File: config.mk
export PLATFORM = sky130hd
export DESIGN_NAME = smv_regs
export DESIGN_NICKNAME = d
export VERILOG_FILES = /design/src/hw/smv_pkg.sv /design/src/hw/smv_mbox_mem.sv /design/src/hw/smv_regs.sv
export SDC_FILE = /design/constraint.sdc
export NUM_CORES = 1
export LEC_CHECK = 0
export BUFFER_PORTS_ARGS = -buffer_cell sky130_fd_sc_hd__buf_2
export CORE_MARGIN = 4
export CORE_UTILIZATION = 62
export CTS_BUF_LIST = sky130_fd_sc_hd__clkbuf_16
export DETAILED_ROUTE_END_ITERATION = 8
export PLACE_DENSITY = 0.86
export SLEW_MARGIN = 20
export SYNTH_ARGS = -nofsm -noshare
export SYNTH_HDL_FRONTEND = slang
export SYNTH_HIERARCHICAL = 1
export SYNTH_SLANG_ARGS = --single-unit
File: constraint.sdc
create_clock -name clk_in -period 2.4 [get_ports clk_in]
set_input_delay 0.24 -clock clk_in [delete_from_list [all_inputs] [get_ports clk_in]]
set_output_delay 0.24 -clock clk_in [all_outputs]
set_load 0.01 [all_outputs]
File: src/hw/smv_pkg.sv
// shared constants and helpers for the mailbox, vector and configuration bank
package smv_pkg;

  // ==========================================================================
  // register byte offsets
  localparam logic [5:0] SMV_MBOX_CTRL_OFS     = 6'h06;
  localparam logic [5:0] SMV_INBOX_WORD0_OFS   = 6'h08;
  localparam logic [5:0] SMV_INBOX_WORD1_OFS   = 6'h0a;
  localparam logic [5:0] SMV_OUTBOX_WORD0_OFS  = 6'h0c;
  localparam logic [5:0] SMV_OUTBOX_WORD1_OFS  = 6'h0e;
  localparam logic [5:0] SMV_USER_NMI_VEC_OFS  = 6'h1a;
  localparam logic [5:0] SMV_SYS_NMI_VEC_OFS   = 6'h1c;
  localparam logic [5:0] SMV_RESET_VEC_OFS     = 6'h1e;
  localparam logic [5:0] SMV_WR_PROTECT_OFS    = 6'h20;
  localparam logic [5:0] SMV_IR_CFG_OFS        = 6'h22;
  localparam logic [5:0] SMV_ANALOG_SEL_OFS    = 6'h24;

  // ==========================================================================
  // widths and counts
  localparam int SMV_ADDR_W      = 6;
  localparam int SMV_DATA_W      = 16;
  localparam int SMV_MBOX_WORDS  = 4;
  localparam int SMV_USER_NMI_N  = 4;
  localparam int SMV_SYS_NMI_N   = 4;
  localparam int SMV_RST_SRC_N   = 3;
  localparam int SMV_ANALOG_N    = 10;
  localparam int SMV_PEND_W      = 8;

  // ==========================================================================
  // field positions
  localparam int SMV_IN0_FULL_BIT   = 0;
  localparam int SMV_IN1_FULL_BIT   = 1;
  localparam int SMV_OUT0_RDY_BIT   = 2;
  localparam int SMV_OUT1_RDY_BIT   = 3;
  localparam int SMV_WIDTH_SEL_BIT  = 4;
  localparam int SMV_AC_DIS0_BIT    = 6;
  localparam int SMV_AC_DIS1_BIT    = 7;
  localparam int SMV_DATA_LOCK_BIT  = 1;
  localparam int SMV_PROG_LOCK_BIT  = 0;
  localparam int SMV_IR_EN_BIT      = 0;
  localparam int SMV_IR_POL_BIT     = 1;
  localparam int SMV_IR_MOD_BIT     = 2;
  localparam int SMV_IR_SRC_BIT     = 3;
  localparam int SMV_IR_LVL_BIT     = 4;
  localparam int SMV_RST_BOR_IDX    = 0;
  localparam int SMV_RST_POR_IDX    = 1;
  localparam int SMV_RST_PUC_IDX    = 2;

  // ==========================================================================
  // reset values and writable masks
  localparam logic [1:0]  SMV_WR_PROTECT_RST = 2'h3;
  localparam logic [4:0]  SMV_IR_CFG_RST     = 5'h00;
  localparam logic [9:0]  SMV_ANALOG_SEL_RST = 10'h000;
  localparam logic [2:0]  SMV_RST_PEND_RST   = 3'h1;
  localparam logic [1:0]  SMV_OUT_RDY_RST    = 2'h3;
  localparam logic [15:0] SMV_WR_PROTECT_MSK = 16'h0003;
  localparam logic [15:0] SMV_IR_CFG_MSK     = 16'h001f;
  localparam logic [15:0] SMV_ANALOG_SEL_MSK = 16'h03ff;
  localparam logic [15:0] SMV_NO_VEC         = 16'h0000;

  // byte-lane merge: only enabled lanes and writable bits change
  function automatic logic [15:0] smv_merge(input logic [15:0] old_val,
                                            input logic [15:0] new_val,
                                            input logic [1:0]  be,
                                            input logic [15:0] msk);
    logic [15:0] lane;
    lane = {{8{be[1]}}, {8{be[0]}}} & msk;
    return (old_val & ~lane) | (new_val & lane);
  endfunction : smv_merge

  // lowest pending index wins; vector is twice the index plus two
  function automatic logic [15:0] smv_vector(input logic [SMV_PEND_W-1:0] pend);
    logic [15:0] v;
    v = SMV_NO_VEC;
    for (int i = SMV_PEND_W - 1; i >= 0; i--) begin
      if (pend[i]) begin
        v = 16'((i + 1) * 2);
      end
    end
    return v;
  endfunction : smv_vector

endpackage : smv_pkg

File: src/hw/smv_mbox_mem.sv
// four-word mailbox store with a byte-lane cpu port, a word debug port and two read ports
`timescale 1ns/10ps
module smv_mbox_mem
  import smv_pkg::*;
(
  input  wire logic        clk_in,
  input  wire logic        resetn_in,
  input  wire logic        a_we_in,
  input  wire logic [1:0]  a_idx_in,
  input  wire logic [1:0]  a_be_in,
  input  wire logic [15:0] a_data_in,
  input  wire logic        b_we_in,
  input  wire logic [1:0]  b_idx_in,
  input  wire logic [15:0] b_data_in,
  input  wire logic [1:0]  ra_idx_in,
  input  wire logic [1:0]  rb_idx_in,
  output logic      [15:0] ra_data_out,
  output logic      [15:0] rb_data_out
);

  typedef struct packed {
    logic [SMV_MBOX_WORDS-1:0][15:0] word;
    logic [15:0]                     ra;
    logic [15:0]                     rb;
  } smv_mem_s;

  smv_mem_s mem_reg;
  smv_mem_s mem_next;

  // ==========================================================================
  // next state: reads sample the old contents, then writes land
  always_comb begin
    mem_next    = mem_reg;
    mem_next.ra = mem_reg.word[ra_idx_in];
    mem_next.rb = mem_reg.word[rb_idx_in];
    if (b_we_in) begin
      mem_next.word[b_idx_in] = b_data_in;
    end
    // cpu lanes applied last; main never aims both ports at one word
    if (a_we_in) begin
      mem_next.word[a_idx_in] = smv_merge(mem_reg.word[a_idx_in], a_data_in, a_be_in,
                                          16'hffff);
    end
  end

  // ==========================================================================
  // state register
  always_ff @(posedge clk_in or negedge resetn_in) begin
    if (!resetn_in) begin
      mem_reg <= '0;
    end else begin
      mem_reg <= mem_next;
    end
  end

  assign ra_data_out = mem_reg.ra;
  assign rb_data_out = mem_reg.rb;

endmodule : smv_mbox_mem

File: src/hw/smv_regs.sv
// mailbox, nmi and reset vector generators and system configuration registers
//
// Our own choice: the address-and-strobe port.
`timescale 1ns/10ps
module smv_regs
  import smv_pkg::*;
(
  input  wire logic                      clk_in,
  input  wire logic                      resetn_in,

  // cpu register port
  input  wire logic [SMV_ADDR_W-1:0]     addr_in,
  input  wire logic [15:0]               wdata_in,
  input  wire logic [1:0]                wr_be_in,
  input  wire logic                      wr_in,
  input  wire logic                      rd_in,
  output logic      [15:0]               rdata_out,

  // debug port side of the mailboxes
  input  wire logic                      dbg_deposit_in,
  input  wire logic                      dbg_deposit_sel_in,
  input  wire logic [15:0]               dbg_deposit_data_in,
  input  wire logic                      dbg_fetch_in,
  input  wire logic                      dbg_fetch_sel_in,
  output logic      [15:0]               dbg_fetch_data_out,
  output logic      [1:0]                inbox_full_flag_out,
  output logic      [1:0]                outbox_ready_flag_out,
  output logic                           mailbox_width_select_out,

  // interrupt and reset event sources
  input  wire logic [SMV_USER_NMI_N-1:0] user_nmi_event_in,
  input  wire logic [SMV_SYS_NMI_N-1:0]  sys_nmi_event_in,
  input  wire logic                      brownout_reset_event_in,
  input  wire logic                      power_on_reset_event_in,
  input  wire logic                      power_up_clear_event_in,
  output logic                           user_nmi_pending_out,
  output logic                           sys_nmi_pending_out,

  // memory write gating
  input  wire logic                      data_mem_wr_req_in,
  input  wire logic                      program_mem_wr_req_in,
  output logic                           data_mem_write_lock_out,
  output logic                           program_mem_write_lock_out,
  output logic                           data_mem_wr_allow_out,
  output logic                           program_mem_wr_allow_out,

  // infrared modulator configuration
  input  wire logic                      infrared_hw_data_in,
  output logic                           infrared_enable_out,
  output logic                           infrared_polarity_select_out,
  output logic                           infrared_modulation_select_out,
  output logic                           infrared_source_select_out,
  output logic                           infrared_soft_level_out,
  output logic                           infrared_data_out,

  // analog pin selection
  output logic      [SMV_ANALOG_N-1:0]   analog_channel_pin_enable_out
);

  // ==========================================================================
  // state
  typedef struct packed {
    // mailbox flags
    logic [1:0]                in_full;
    logic [1:0]                out_rdy;
    logic                      width_sel;
    logic [1:0]                ac_dis;
    // pending bits
    logic [SMV_USER_NMI_N-1:0] unmi;
    logic [SMV_SYS_NMI_N-1:0]  snmi;
    logic [SMV_RST_SRC_N-1:0]  rst_pend;
    // config words
    logic [1:0]                wp;
    logic [4:0]                ir;
    logic [SMV_ANALOG_N-1:0]   ana;
    // read and pin data
    logic [15:0]               rd;
    logic                      rd_mem;
    logic                      ir_data;
  } smv_state_s;

  smv_state_s st_reg;
  smv_state_s st_next;

  // store steering
  logic [15:0] mem_ra_data;
  logic        mem_a_we;
  logic        mem_b_we;
  logic        mbox_hit;

  // read views
  logic [15:0] ctrl_word;
  logic [15:0] unmi_vec;
  logic [15:0] snmi_vec;
  logic [15:0] rst_vec;
  logic [15:0] wp_word;
  logic [15:0] ir_word;
  logic [15:0] ana_word;

  // helpers
  logic        wr_hi_lane;
  logic        ir_src_level;

  // ==========================================================================
  // read views of the registers
  assign mbox_hit  = (addr_in[SMV_ADDR_W-1:3] == SMV_INBOX_WORD0_OFS[SMV_ADDR_W-1:3]);
  // lowest pending wins
  assign unmi_vec  = smv_vector(SMV_PEND_W'(st_reg.unmi));
  assign snmi_vec  = smv_vector(SMV_PEND_W'(st_reg.snmi));
  assign rst_vec   = smv_vector(SMV_PEND_W'(st_reg.rst_pend));
  // reserved bits read zero
  assign wp_word   = 16'(st_reg.wp);
  assign ir_word   = 16'(st_reg.ir);
  assign ana_word  = 16'(st_reg.ana);
  // releases an outbox word
  assign wr_hi_lane = wr_be_in[1];

  // control word mirrors the mailbox flags and mode bits
  always_comb begin
    // reserved bits zero
    ctrl_word                    = 16'h0000;
    ctrl_word[SMV_IN0_FULL_BIT]  = st_reg.in_full[0];
    ctrl_word[SMV_IN1_FULL_BIT]  = st_reg.in_full[1];
    ctrl_word[SMV_OUT0_RDY_BIT]  = st_reg.out_rdy[0];
    ctrl_word[SMV_OUT1_RDY_BIT]  = st_reg.out_rdy[1];
    ctrl_word[SMV_WIDTH_SEL_BIT] = st_reg.width_sel;
    ctrl_word[SMV_AC_DIS0_BIT]   = st_reg.ac_dis[0];
    ctrl_word[SMV_AC_DIS1_BIT]   = st_reg.ac_dis[1];
  end

  // ==========================================================================
  // mailbox store port steering
  // cpu may only write the outbox half; inbox words stay read-only
  assign mem_a_we = wr_in && mbox_hit && addr_in[2];

  // narrow mode ignores deposits into the second inbox word
  assign mem_b_we = dbg_deposit_in &&
                    (!dbg_deposit_sel_in || st_reg.width_sel);

  // a: cpu, b: debug port
  smv_mbox_mem u_mbox_mem (
    .clk_in      (clk_in),
    .resetn_in   (resetn_in),
    .a_we_in     (mem_a_we),
    .a_idx_in    (addr_in[2:1]),
    .a_be_in     (wr_be_in),
    .a_data_in   (wdata_in),
    .b_we_in     (mem_b_we),
    .b_idx_in    ({1'b0, dbg_deposit_sel_in}),
    .b_data_in   (dbg_deposit_data_in),
    .ra_idx_in   (addr_in[2:1]),
    .rb_idx_in   ({1'b1, dbg_fetch_sel_in}),
    .ra_data_out (mem_ra_data),
    .rb_data_out (dbg_fetch_data_out)
  );

  // ==========================================================================
  // next state
  always_comb begin
    // hold by default
    st_next        = st_reg;
    // one-cycle read data
    st_next.rd     = 16'h0000;
    st_next.rd_mem = 1'b0;

    // ------------------------------------------------------------------------
    // cpu reads: data stands only in the cycle after the strobe
    if (rd_in) begin
      st_next.rd_mem = mbox_hit;
      case (addr_in)
        SMV_MBOX_CTRL_OFS:    st_next.rd = ctrl_word;
        SMV_USER_NMI_VEC_OFS: st_next.rd = unmi_vec;
        SMV_SYS_NMI_VEC_OFS:  st_next.rd = snmi_vec;
        SMV_RESET_VEC_OFS:    st_next.rd = rst_vec;
        SMV_WR_PROTECT_OFS:   st_next.rd = wp_word;
        SMV_IR_CFG_OFS:       st_next.rd = ir_word;
        SMV_ANALOG_SEL_OFS:   st_next.rd = ana_word;
        default:              st_next.rd = 16'h0000;
      endcase
      // reading an inbox word drops its flag unless auto-clear is off
      if (addr_in == SMV_INBOX_WORD0_OFS && !st_reg.ac_dis[0]) begin
        st_next.in_full[0] = 1'b0;
      end
      if (addr_in == SMV_INBOX_WORD1_OFS && !st_reg.ac_dis[1]) begin
        st_next.in_full[1] = 1'b0;
      end
    end

    // ------------------------------------------------------------------------
    // cpu writes; odd addresses alias their even word, lanes pick the byte
    if (wr_in) begin
      case ({addr_in[SMV_ADDR_W-1:1], 1'b0})
        SMV_MBOX_CTRL_OFS: begin
          // low lane only
          if (wr_be_in[0]) begin
            // software may clear inbox flags, never set them
            st_next.in_full[0] = st_reg.in_full[0] & wdata_in[SMV_IN0_FULL_BIT];
            st_next.in_full[1] = st_reg.in_full[1] & wdata_in[SMV_IN1_FULL_BIT];
            st_next.width_sel  = wdata_in[SMV_WIDTH_SEL_BIT];
            st_next.ac_dis[0]  = wdata_in[SMV_AC_DIS0_BIT];
            st_next.ac_dis[1]  = wdata_in[SMV_AC_DIS1_BIT];
          end
        end
        SMV_OUTBOX_WORD0_OFS: begin
          if (wr_hi_lane) begin
            st_next.out_rdy[0] = 1'b0;
          end
        end
        SMV_OUTBOX_WORD1_OFS: begin
          if (wr_hi_lane) begin
            st_next.out_rdy[1] = 1'b0;
          end
        end
        // data is ignored
        SMV_USER_NMI_VEC_OFS: st_next.unmi = '0;
        SMV_SYS_NMI_VEC_OFS:  st_next.snmi = '0;
        SMV_RESET_VEC_OFS:    st_next.rst_pend = '0;
        // merge lane by lane
        SMV_WR_PROTECT_OFS: begin
          st_next.wp = 2'(smv_merge(wp_word, wdata_in, wr_be_in,
                                    SMV_WR_PROTECT_MSK));
        end
        SMV_IR_CFG_OFS: begin
          st_next.ir = 5'(smv_merge(ir_word, wdata_in, wr_be_in,
                                    SMV_IR_CFG_MSK));
        end
        SMV_ANALOG_SEL_OFS: begin
          st_next.ana = SMV_ANALOG_N'(smv_merge(ana_word, wdata_in, wr_be_in,
                                               SMV_ANALOG_SEL_MSK));
        end
        default: begin
          st_next.rd_mem = st_next.rd_mem;  // unmapped writes are dropped
        end
      endcase
    end

    // ------------------------------------------------------------------------
    // hardware events last so a set beats a clear in the same cycle
    if (mem_b_we) begin
      st_next.in_full[dbg_deposit_sel_in] = 1'b1;
    end

    // narrow mode: a fetch of the second outbox word does not set its ready flag
    if (dbg_fetch_in && (!dbg_fetch_sel_in || st_reg.width_sel)) begin
      st_next.out_rdy[dbg_fetch_sel_in] = 1'b1;
    end

    // events set pending bits
    st_next.unmi = st_next.unmi | user_nmi_event_in;
    st_next.snmi = st_next.snmi | sys_nmi_event_in;
    if (brownout_reset_event_in) begin
      st_next.rst_pend[SMV_RST_BOR_IDX] = 1'b1;
    end
    if (power_on_reset_event_in) begin
      st_next.rst_pend[SMV_RST_POR_IDX] = 1'b1;
    end
    if (power_up_clear_event_in) begin
      st_next.rst_pend[SMV_RST_PUC_IDX] = 1'b1;
    end

    // ------------------------------------------------------------------------
    // infrared data: chosen source, then polarity, forced low when off
    // registered: no pin glitch
    st_next.ir_data = st_reg.ir[SMV_IR_EN_BIT] &
                      (ir_src_level ^ st_reg.ir[SMV_IR_POL_BIT]);
  end

  // software level or hardware peripheral data
  assign ir_src_level = st_reg.ir[SMV_IR_SRC_BIT] ? st_reg.ir[SMV_IR_LVL_BIT]
                                                  : infrared_hw_data_in;

  // ==========================================================================
  // state register
  always_ff @(posedge clk_in or negedge resetn_in) begin
    if (!resetn_in) begin
      // all zero, then named reset values by field
      st_reg          <= '0;
      st_reg.out_rdy  <= SMV_OUT_RDY_RST;
      st_reg.rst_pend <= SMV_RST_PEND_RST;
      st_reg.wp       <= SMV_WR_PROTECT_RST;
      st_reg.ir       <= SMV_IR_CFG_RST;
      st_reg.ana      <= SMV_ANALOG_SEL_RST;
    end else begin
      st_reg <= st_next;
    end
  end

  // ==========================================================================
  // outputs
  // mailbox reads come from the store's own read register
  assign rdata_out = st_reg.rd_mem ? mem_ra_data : st_reg.rd;

  // mailbox levels
  assign inbox_full_flag_out      = st_reg.in_full;
  assign outbox_ready_flag_out    = st_reg.out_rdy;
  assign mailbox_width_select_out = st_reg.width_sel;

  // pending summaries
  assign user_nmi_pending_out     = |st_reg.unmi;
  assign sys_nmi_pending_out      = |st_reg.snmi;

  // locks gate the write requests directly; no latency through the bank
  assign data_mem_write_lock_out    = st_reg.wp[SMV_DATA_LOCK_BIT];
  assign program_mem_write_lock_out = st_reg.wp[SMV_PROG_LOCK_BIT];
  assign data_mem_wr_allow_out      = data_mem_wr_req_in &&
                                      !st_reg.wp[SMV_DATA_LOCK_BIT];
  assign program_mem_wr_allow_out   = program_mem_wr_req_in &&
                                      !st_reg.wp[SMV_PROG_LOCK_BIT];

  // infrared config bits
  assign infrared_enable_out            = st_reg.ir[SMV_IR_EN_BIT];
  assign infrared_polarity_select_out   = st_reg.ir[SMV_IR_POL_BIT];
  assign infrared_modulation_select_out = st_reg.ir[SMV_IR_MOD_BIT];
  assign infrared_source_select_out     = st_reg.ir[SMV_IR_SRC_BIT];
  assign infrared_soft_level_out        = st_reg.ir[SMV_IR_LVL_BIT];
  assign infrared_data_out              = st_reg.ir_data;

  // analog pin enables
  assign analog_channel_pin_enable_out = st_reg.ana;

endmodule : smv_regs

==> results of run 1 <==
[worst reg2reg max path, cell delays in order (launching register included)]
cell and delay, ps:
dfrtp_1 440, inv_1 110, a21oi_1 310, nor3b_2 240, buf_4 340, mux2i_1 270
o22ai_1 110
[layout by cell type (no fill, tap or decap), drive strengths merged, types with 2 or more instances in the layout]
cell	n
bufinv	4
nand3b	3
nor2b	5
nor4b	2
nand2	9
a211o	2
or4b	2
nor3b	3
clkbuf	17
nand2b	4
a21o	12
nor2	15
o211ai	11
and2	10
mux2i	97
a22oi	6
mux4	32
clkinv	6
buf	138
nor3	2
a21oi	5
conb	5
o22ai	49
a222oi	3
and4b	2
dlygate4sd3	10
o2111ai	22
clkinvlp	3
inv	13
a31oi	3
dfrtp	138
o21ai	6
or2	5
and3	6
dfstp	5
nand3	10
or3	2
mux2	45
[final timing paths]
check | slack (ps) | depth (start not counted) | to | start
worst max-delay path | 430 | 6 | u_mbox_mem/mem_reg[43] | mailbox_width_select_out
worst min-delay path | 7 | 2 | st_reg[39] | sys_nmi_event_in[1]
worst max register to register | 430 | 6 | u_mbox_mem/mem_reg[43] | mailbox_width_select_out
worst min register to register | 500 | 1 | st_reg[45] | st_reg[45]
max in group asynchronous | 1260 | 3 | asynchronous set/reset pin | resetn_in
min in group asynchronous | 390 | 2 | u_mbox_mem/mem_reg[58] | resetn_in
[cells by family after synthesis]
group,after synthesis,synth area share (%)
simple gates,85,6.698
buf+inv,101,8.603
xor+xnor,1,0.1093
flops,143,44.73
compound gates,122,11.82
other cells,2,0.09371
mux,174,27.95
[per-stage QoR]
stage	utilization (%)	setup slack, ps	cell area (um^2)	hold slack [ps]
floorplan	-	795.2	8025	-55.59
global placement	66.34	517.1	8372	302.8
detailed placement	66.34	481.4	8372	316.4
CTS	71.91	447.0	9075	0.8320
global route	71.91	333.3	9075	1.862
finish	71.91	429.9	9075	7.489
[cell type report]
type,count,area [um^2]
multi-input cells,387,3751
flip-flops and latches,143,3585
fillers,881,3545
repair buffers,148,879.6
clock buffers,17,425.4
well taps,172,215.2
clock inverters,15,177.7
inverters,11,41.29
[metal layers]
| metal | share of wire [%] | up-vias | track usage, % |
|---|---|---|---|
| met4 | 2.7 | 0 | 11.34 |
| li1 | - | 2503 | - |
| met3 | 8.8 | 61 | 6.778 |
| met1 | 39 | 3070 | 38.63 |
| met5 | 0 | - | 0 |
| met2 | 50 | 361 | 47.43 |
[power breakdown]
| part | leakage (nW) | internal (mW) | switching [mW] |
|---|---|---|---|
| Sequential | 1.70 | 2.83 | 0.342 |
| Combinational | 2.26 | 0.695 | 0.646 |
| Clock | 0.296 | 1.71 | 1.00 |
| Total | 4.26 | 5.24 | 1.99 |
==> flow_metrics.py, run 1 <==
metrics = {
    "status": {
        "status": "completed",
    },
    "synthesis": {
        "ys_warn_count": 6,
        "yosys.area.top_type_share_pct": 43.09,
        "yosysMostFrequentCell": "dfrtp_1",
        "synth_area_um2": 8014,
        "yosysTopAreaCell": "dfrtp_1",
        "synth_common_cells": "138 x dfrtp_1, 97 x mux2i_1, 49 x buf_4, 36 x o22ai_1, 34 x mux2_2",
        "ys_seq_elements": 143,
        "yosys-top-cells-area": "dfrtp_1 43%, mux2i_1 12%, mux4_2 9.0%, mux2_2 4.8%, buf_4 4.6%",
        "ys_seq_area_share_pct": 44.73,
        "synth_ff_type": "dfrtp_1",
        "netlist_instances": 628,
        "async_flop_share_pct": 100.0,
        "synth_edf_count": 0,
        "yosysUniqueCellTypes": 59,
        "avgSynthCellArea_um2": 12.76,
    },
    "critical_path": {
        "crit_buf_inv": 2,
        "worstPathCellList": "inv_1, a21oi_1, nor3b_2, buf_4, mux2i_1, o22ai_1",
        "cp_top_family": "buffers and inverters",
        "worstSetupStartpointType": "flip-flop",
        "worstSetupPathType": "reg2reg",
        "slowest_stage": "dfrtp_1",
        "worst_path_largest_cell_delay_ps": 440,
        "crit_arrival_ps": 2260,
        "path_max_fanout": 16,
        "cp.required_ps": 2690,
        "crit_path_end_kind": "flip-flop",
    },
    "floorplan": {
        "fp.dieW_um": 121.7,
        "die_area_um2": 14810,
        "core-area_um2": 12620,
        "start_util_pct": 63.50,
        "die-height_um": 121.7,
        "rows": 41,
        "ioPinCount": 121,
    },
    "sta": {
        "grt_setup_unrepaired": "false",
        "fin_worst_skew_ps": 6.210,
        "finalHoldViolations": 0,
        "slew_headroom_pct": 18.28,
        "final.min_clock_period_ps": 1970,
        "report.final.slew_viol_count": 0,
        "final.setup.tns_ps": 0,
        "finalSetupViolCount": 0,
        "tightest_slew_ps": 1222,
        "period_share_pct": 82.09,
        "achievable-frequency_ghz": 0.5076,
    },
    "flow_run": {
        "maxCapViolations": 0,
    },
    "final_layout": {
        "final-instance-count-excl-fill": 893,
        "drive_gt1_share_pct": 37.86,
        "syn_to_final_growth_pct": 13.24,
        "antenna_cells": 0,
        "nNetsFinal": 770,
    },
    "grt": {
        "grt_pass1_wl_um": 33100,
        "grt_pass1_vias": 6104,
        "antenna_found_initial": 0,
        "overflow": 0,
        "grt_usage_pct": 29.25,
        "grt_max_degree": 71,
    },
    "power_and_ir_drop": {
        "power_density_nw_per_um2": 796.4,
        "p_leak_nw": 4.256,
        "p_total_mw": 7.227,
        "ir_drop_mv": 0.6129,
    },
    "placed_design": {
        "placed_cells": 851,
        "port_buffers": 120,
        "place.gp.congestion": 0.9806,
        "hpwl_um": 14300,
    },
    "cts": {
        "path_clk_slew_ps": 60,
        "htreeDepth": 4,
        "cts_tree": "done",
        "cts_buffers": 17,
        "clk_latency_ps": 430,
        "postCtsSetupRepairBufs": 0,
        "clockBufferDepth": 2,
        "cts-root-buf": "clkbuf_16",
        "cts_resized": 0,
        "cts_hold_buf": 10,
        "cts_sinks": 143,
    },
    "drt": {
        "routed_via_density": 6.713,
        "vias": 5995,
        "drtIter0Drc": 917,
        "wire_per_inst_um": 23.83,
        "routed_wl_um": 21280,
        "drc": 0,
        "first_pass_iters": 6,
        "ant_nets": 0,
    },
    "worst_hold_path": {
        "hold_class": "in2reg",
    },
}
Power figures use the tool's default switching activity.
==> run 2: changes to the inputs <==
--- a/config.mk
+++ b/config.mk
@@ -7,10 +7,10 @@
 export LEC_CHECK = 0
 export BUFFER_PORTS_ARGS = -buffer_cell sky130_fd_sc_hd__buf_2
 export CORE_MARGIN = 4
-export CORE_UTILIZATION = 62
+export CORE_UTILIZATION = 52
 export CTS_BUF_LIST = sky130_fd_sc_hd__clkbuf_16
 export DETAILED_ROUTE_END_ITERATION = 8
-export PLACE_DENSITY = 0.86
+export PLACE_DENSITY = 0.77
 export SLEW_MARGIN = 20
 export SYNTH_ARGS = -nofsm -noshare
 export SYNTH_HDL_FRONTEND = slang
==> constraint.sdc (replaced) <==
create_clock -name clk_in -period 1.65 [get_ports clk_in]
set_input_delay 0.165 -clock clk_in [delete_from_list [all_inputs] [get_ports clk_in]]
set_output_delay 0.165 -clock clk_in [all_outputs]
set_load 0.01 [all_outputs]
==> flow_metrics.py, run 2 (synthesized netlist as in run 1, its figures left out) <==
metrics = {
    "status": {
        "status": "finished with violations",
        "violations": "negative setup slack",
    },
    "final_layout": {
        "final_common_cell": "dfrtp_1",
        "drive_gt1_share_pct": 40.89,
        "syn_to_final_growth_pct": 19.94,
        "antenna_cells": 0,
        "nNetsFinal": 812,
        "final_cell_mix": "137 x dfrtp_1, 112 x buf_2, 97 x mux2i_1, 42 x buf_4, 36 x o22ai_1",
        "postLayoutCellArea_um2": 9612,
    },
    "drt": {
        "ant_nets": 0,
        "routed_wl_um": 22350,
        "wire_per_inst_um": 23.50,
        "vias": 6149,
        "drtIter0Drc": 726,
        "first_pass_iters": 7,
        "drc": 0,
        "routed_via_density": 6.466,
    },
    "grt": {
        "grt_max_degree": 47,
        "grt_usage_pct": 25.89,
        "antenna_found_initial": 0,
        "overflow": 0,
        "grt_pass1_wl_um": 35290,
        "grt_pass1_vias": 6327,
    },
    "sta": {
        "grt_setup_unrepaired": "true",
        "fin_worst_skew_ps": 6.924,
        "achievable-frequency_ghz": 0.5974,
        "finalHoldViolations": 0,
        "finalSetupViolCount": 2,
        "fin_ws_ps": -23.83,
        "final.min_clock_period_ps": 1674,
        "period_share_pct": 101.4,
        "final.setup.tns_ps": -32.13,
        "tightest_slew_ps": 1227,
        "slew_headroom_pct": 17.97,
        "report.final.slew_viol_count": 0,
    },
    "power_and_ir_drop": {
        "sw_frac_of_total_pct": 27.47,
        "p_leak_nw": 4.505,
        "ir_drop_mv": 0.6642,
        "p_clk_share_pct": 37.2,
        "power_switching_mw": 2.912,
        "p_int_mw": 7.689,
        "power_density_nw_per_um2": 1103,
        "power.share.sequential_pct": 43.5,
        "p_total_mw": 10.60,
        "power_frac_comb_pct": 19.3,
    },
    "critical_path": {
        "worstPathCellList": "or2_4, or3_1, buf_2",
        "path_max_fanout": 2,
        "worstSetupStartpointType": "flip-flop",
        "r2r_setup_slack_ps": 100,
        "worst_r2r_path_depth": 7,
        "worst_path_largest_cell_delay_ps": 380,
        "worstSetupPathType": "reg2out",
        "crit_arrival_ps": 1510,
        "crit_path_end_kind": "output port",
        "r2r_start": "mailbox_width_select_out",
        "slowest_stage": "dfrtp_1",
        "cp.required_ps": 1480,
        "r2r_end": "u_mbox_mem/mem_reg[60]",
    },
    "placed_design": {
        "port_buffers": 120,
        "placed_cell_area_um2": 8710,
        "hpwl_um": 15280,
        "place.gp.congestion": 0.9338,
        "pre_cts_slack_ps": -151.4,
    },
    "cts": {
        "cts_tree": "done",
        "cts_sinks": 143,
        "path_clk_slew_ps": 60,
        "clockBufferDepth": 2,
        "htreeDepth": 4,
        "clk_latency_ps": 430,
        "cts-root-buf": "clkbuf_16",
        "cts_buffers": 17,
    },
    "worst_hold_path": {
        "hold_class": "in2reg",
        "min_from": "wdata_in[2]",
        "whs_path_depth": 2,
    },
    "floorplan": {
        "die-height_um": 132.1,
        "ioPinCount": 121,
        "start_util_pct": 52.91,
        "core-area_um2": 15150,
        "die_area_um2": 17460,
        "rows": 45,
        "fp.dieW_um": 132.1,
    },
    "flow_run": {
        "maxCapViolations": 0,
    },
}
run 2: timing repair:
item / CTS / global route
resized for setup: 17 / 4
hold buffers: 14 / 0
buffers inserted: 7 / 2
pin swaps: 1 / 1
endpoints found under the setup margin: 11 / 24
hold endpoints to repair: 53 / 0
run 2: worst max path at each step:
stage | startpoint | to | slack, ps | cells after the start
after floorplan | mailbox_width_select_out | u_mbox_mem/mem_reg[33] | 50 | 7
after global placement | addr_in[2] | st_reg[4] | -180 | 5
after detailed placement | addr_in[2] | st_reg[4] | -150 | 6
after CTS | st_reg[44] | user_nmi_pending_out | -40 | 3
after global routing | st_reg[44] | user_nmi_pending_out | -70 | 3
final | st_reg[44] | user_nmi_pending_out | -20 | 3
run 2: area by class of cell:
type | instances | area, um^2
Clock inverter | 15 | 175.2
Tap cell | 188 | 235.2
Timing Repair Buffer | 190 | 1360
Sequential cell | 143 | 3586
Multi-Input combinational cell | 387 | 3789
Inverter | 11 | 41.29
Fill cell | 1121 | 5534
Clock buffer | 17 | 425.4
run 2: power groups by stage:
stage | Combinational [mW] | Sequential (mW) | Clock (mW)
2_1_floorplan | 1.61 | 4.50 | 0
5_1_grt | 2.20 | 4.68 | 4.16
4_1_cts | 2.02 | 4.59 | 3.98
3_5_place_dp | 1.96 | 4.63 | 0
3_3_place_gp | 1.89 | 4.59 | 0
6_report | 2.05 | 4.61 | 3.95
run 2: critical path, delay by kind of cell, from the launching register on:
| family | cells | cell delay, ps |
|---|---|---|
| DFF | 1 | 380 |
| and+or+nand+nor | 2 | 560 |
| buffers and inverters | 1 | 150 |
run 2: metal layers:
layer / track usage, % / vias up / share of wire [%]
li1: - / 2601 / -
met2: 40.94 / 348 / 50
met1: 33.90 / 3123 / 40
met3: 6.489 / 77 / 7.1
met4: 11.73 / 0 / 3.3
met5: 0 / - / 0
run 2: through the flow:
step | instances | hold WS, ps | utilization [%]
after floorplan | 631 | -130.6 | -
after global placement | 896 | 138.8 | 57.51
after detailed placement | 896 | 150.4 | 57.51
after CTS | 949 | 17.40 | 63.26
after global routing | 951 | 33.72 | 63.46
final | 951 | 35.58 | 63.46
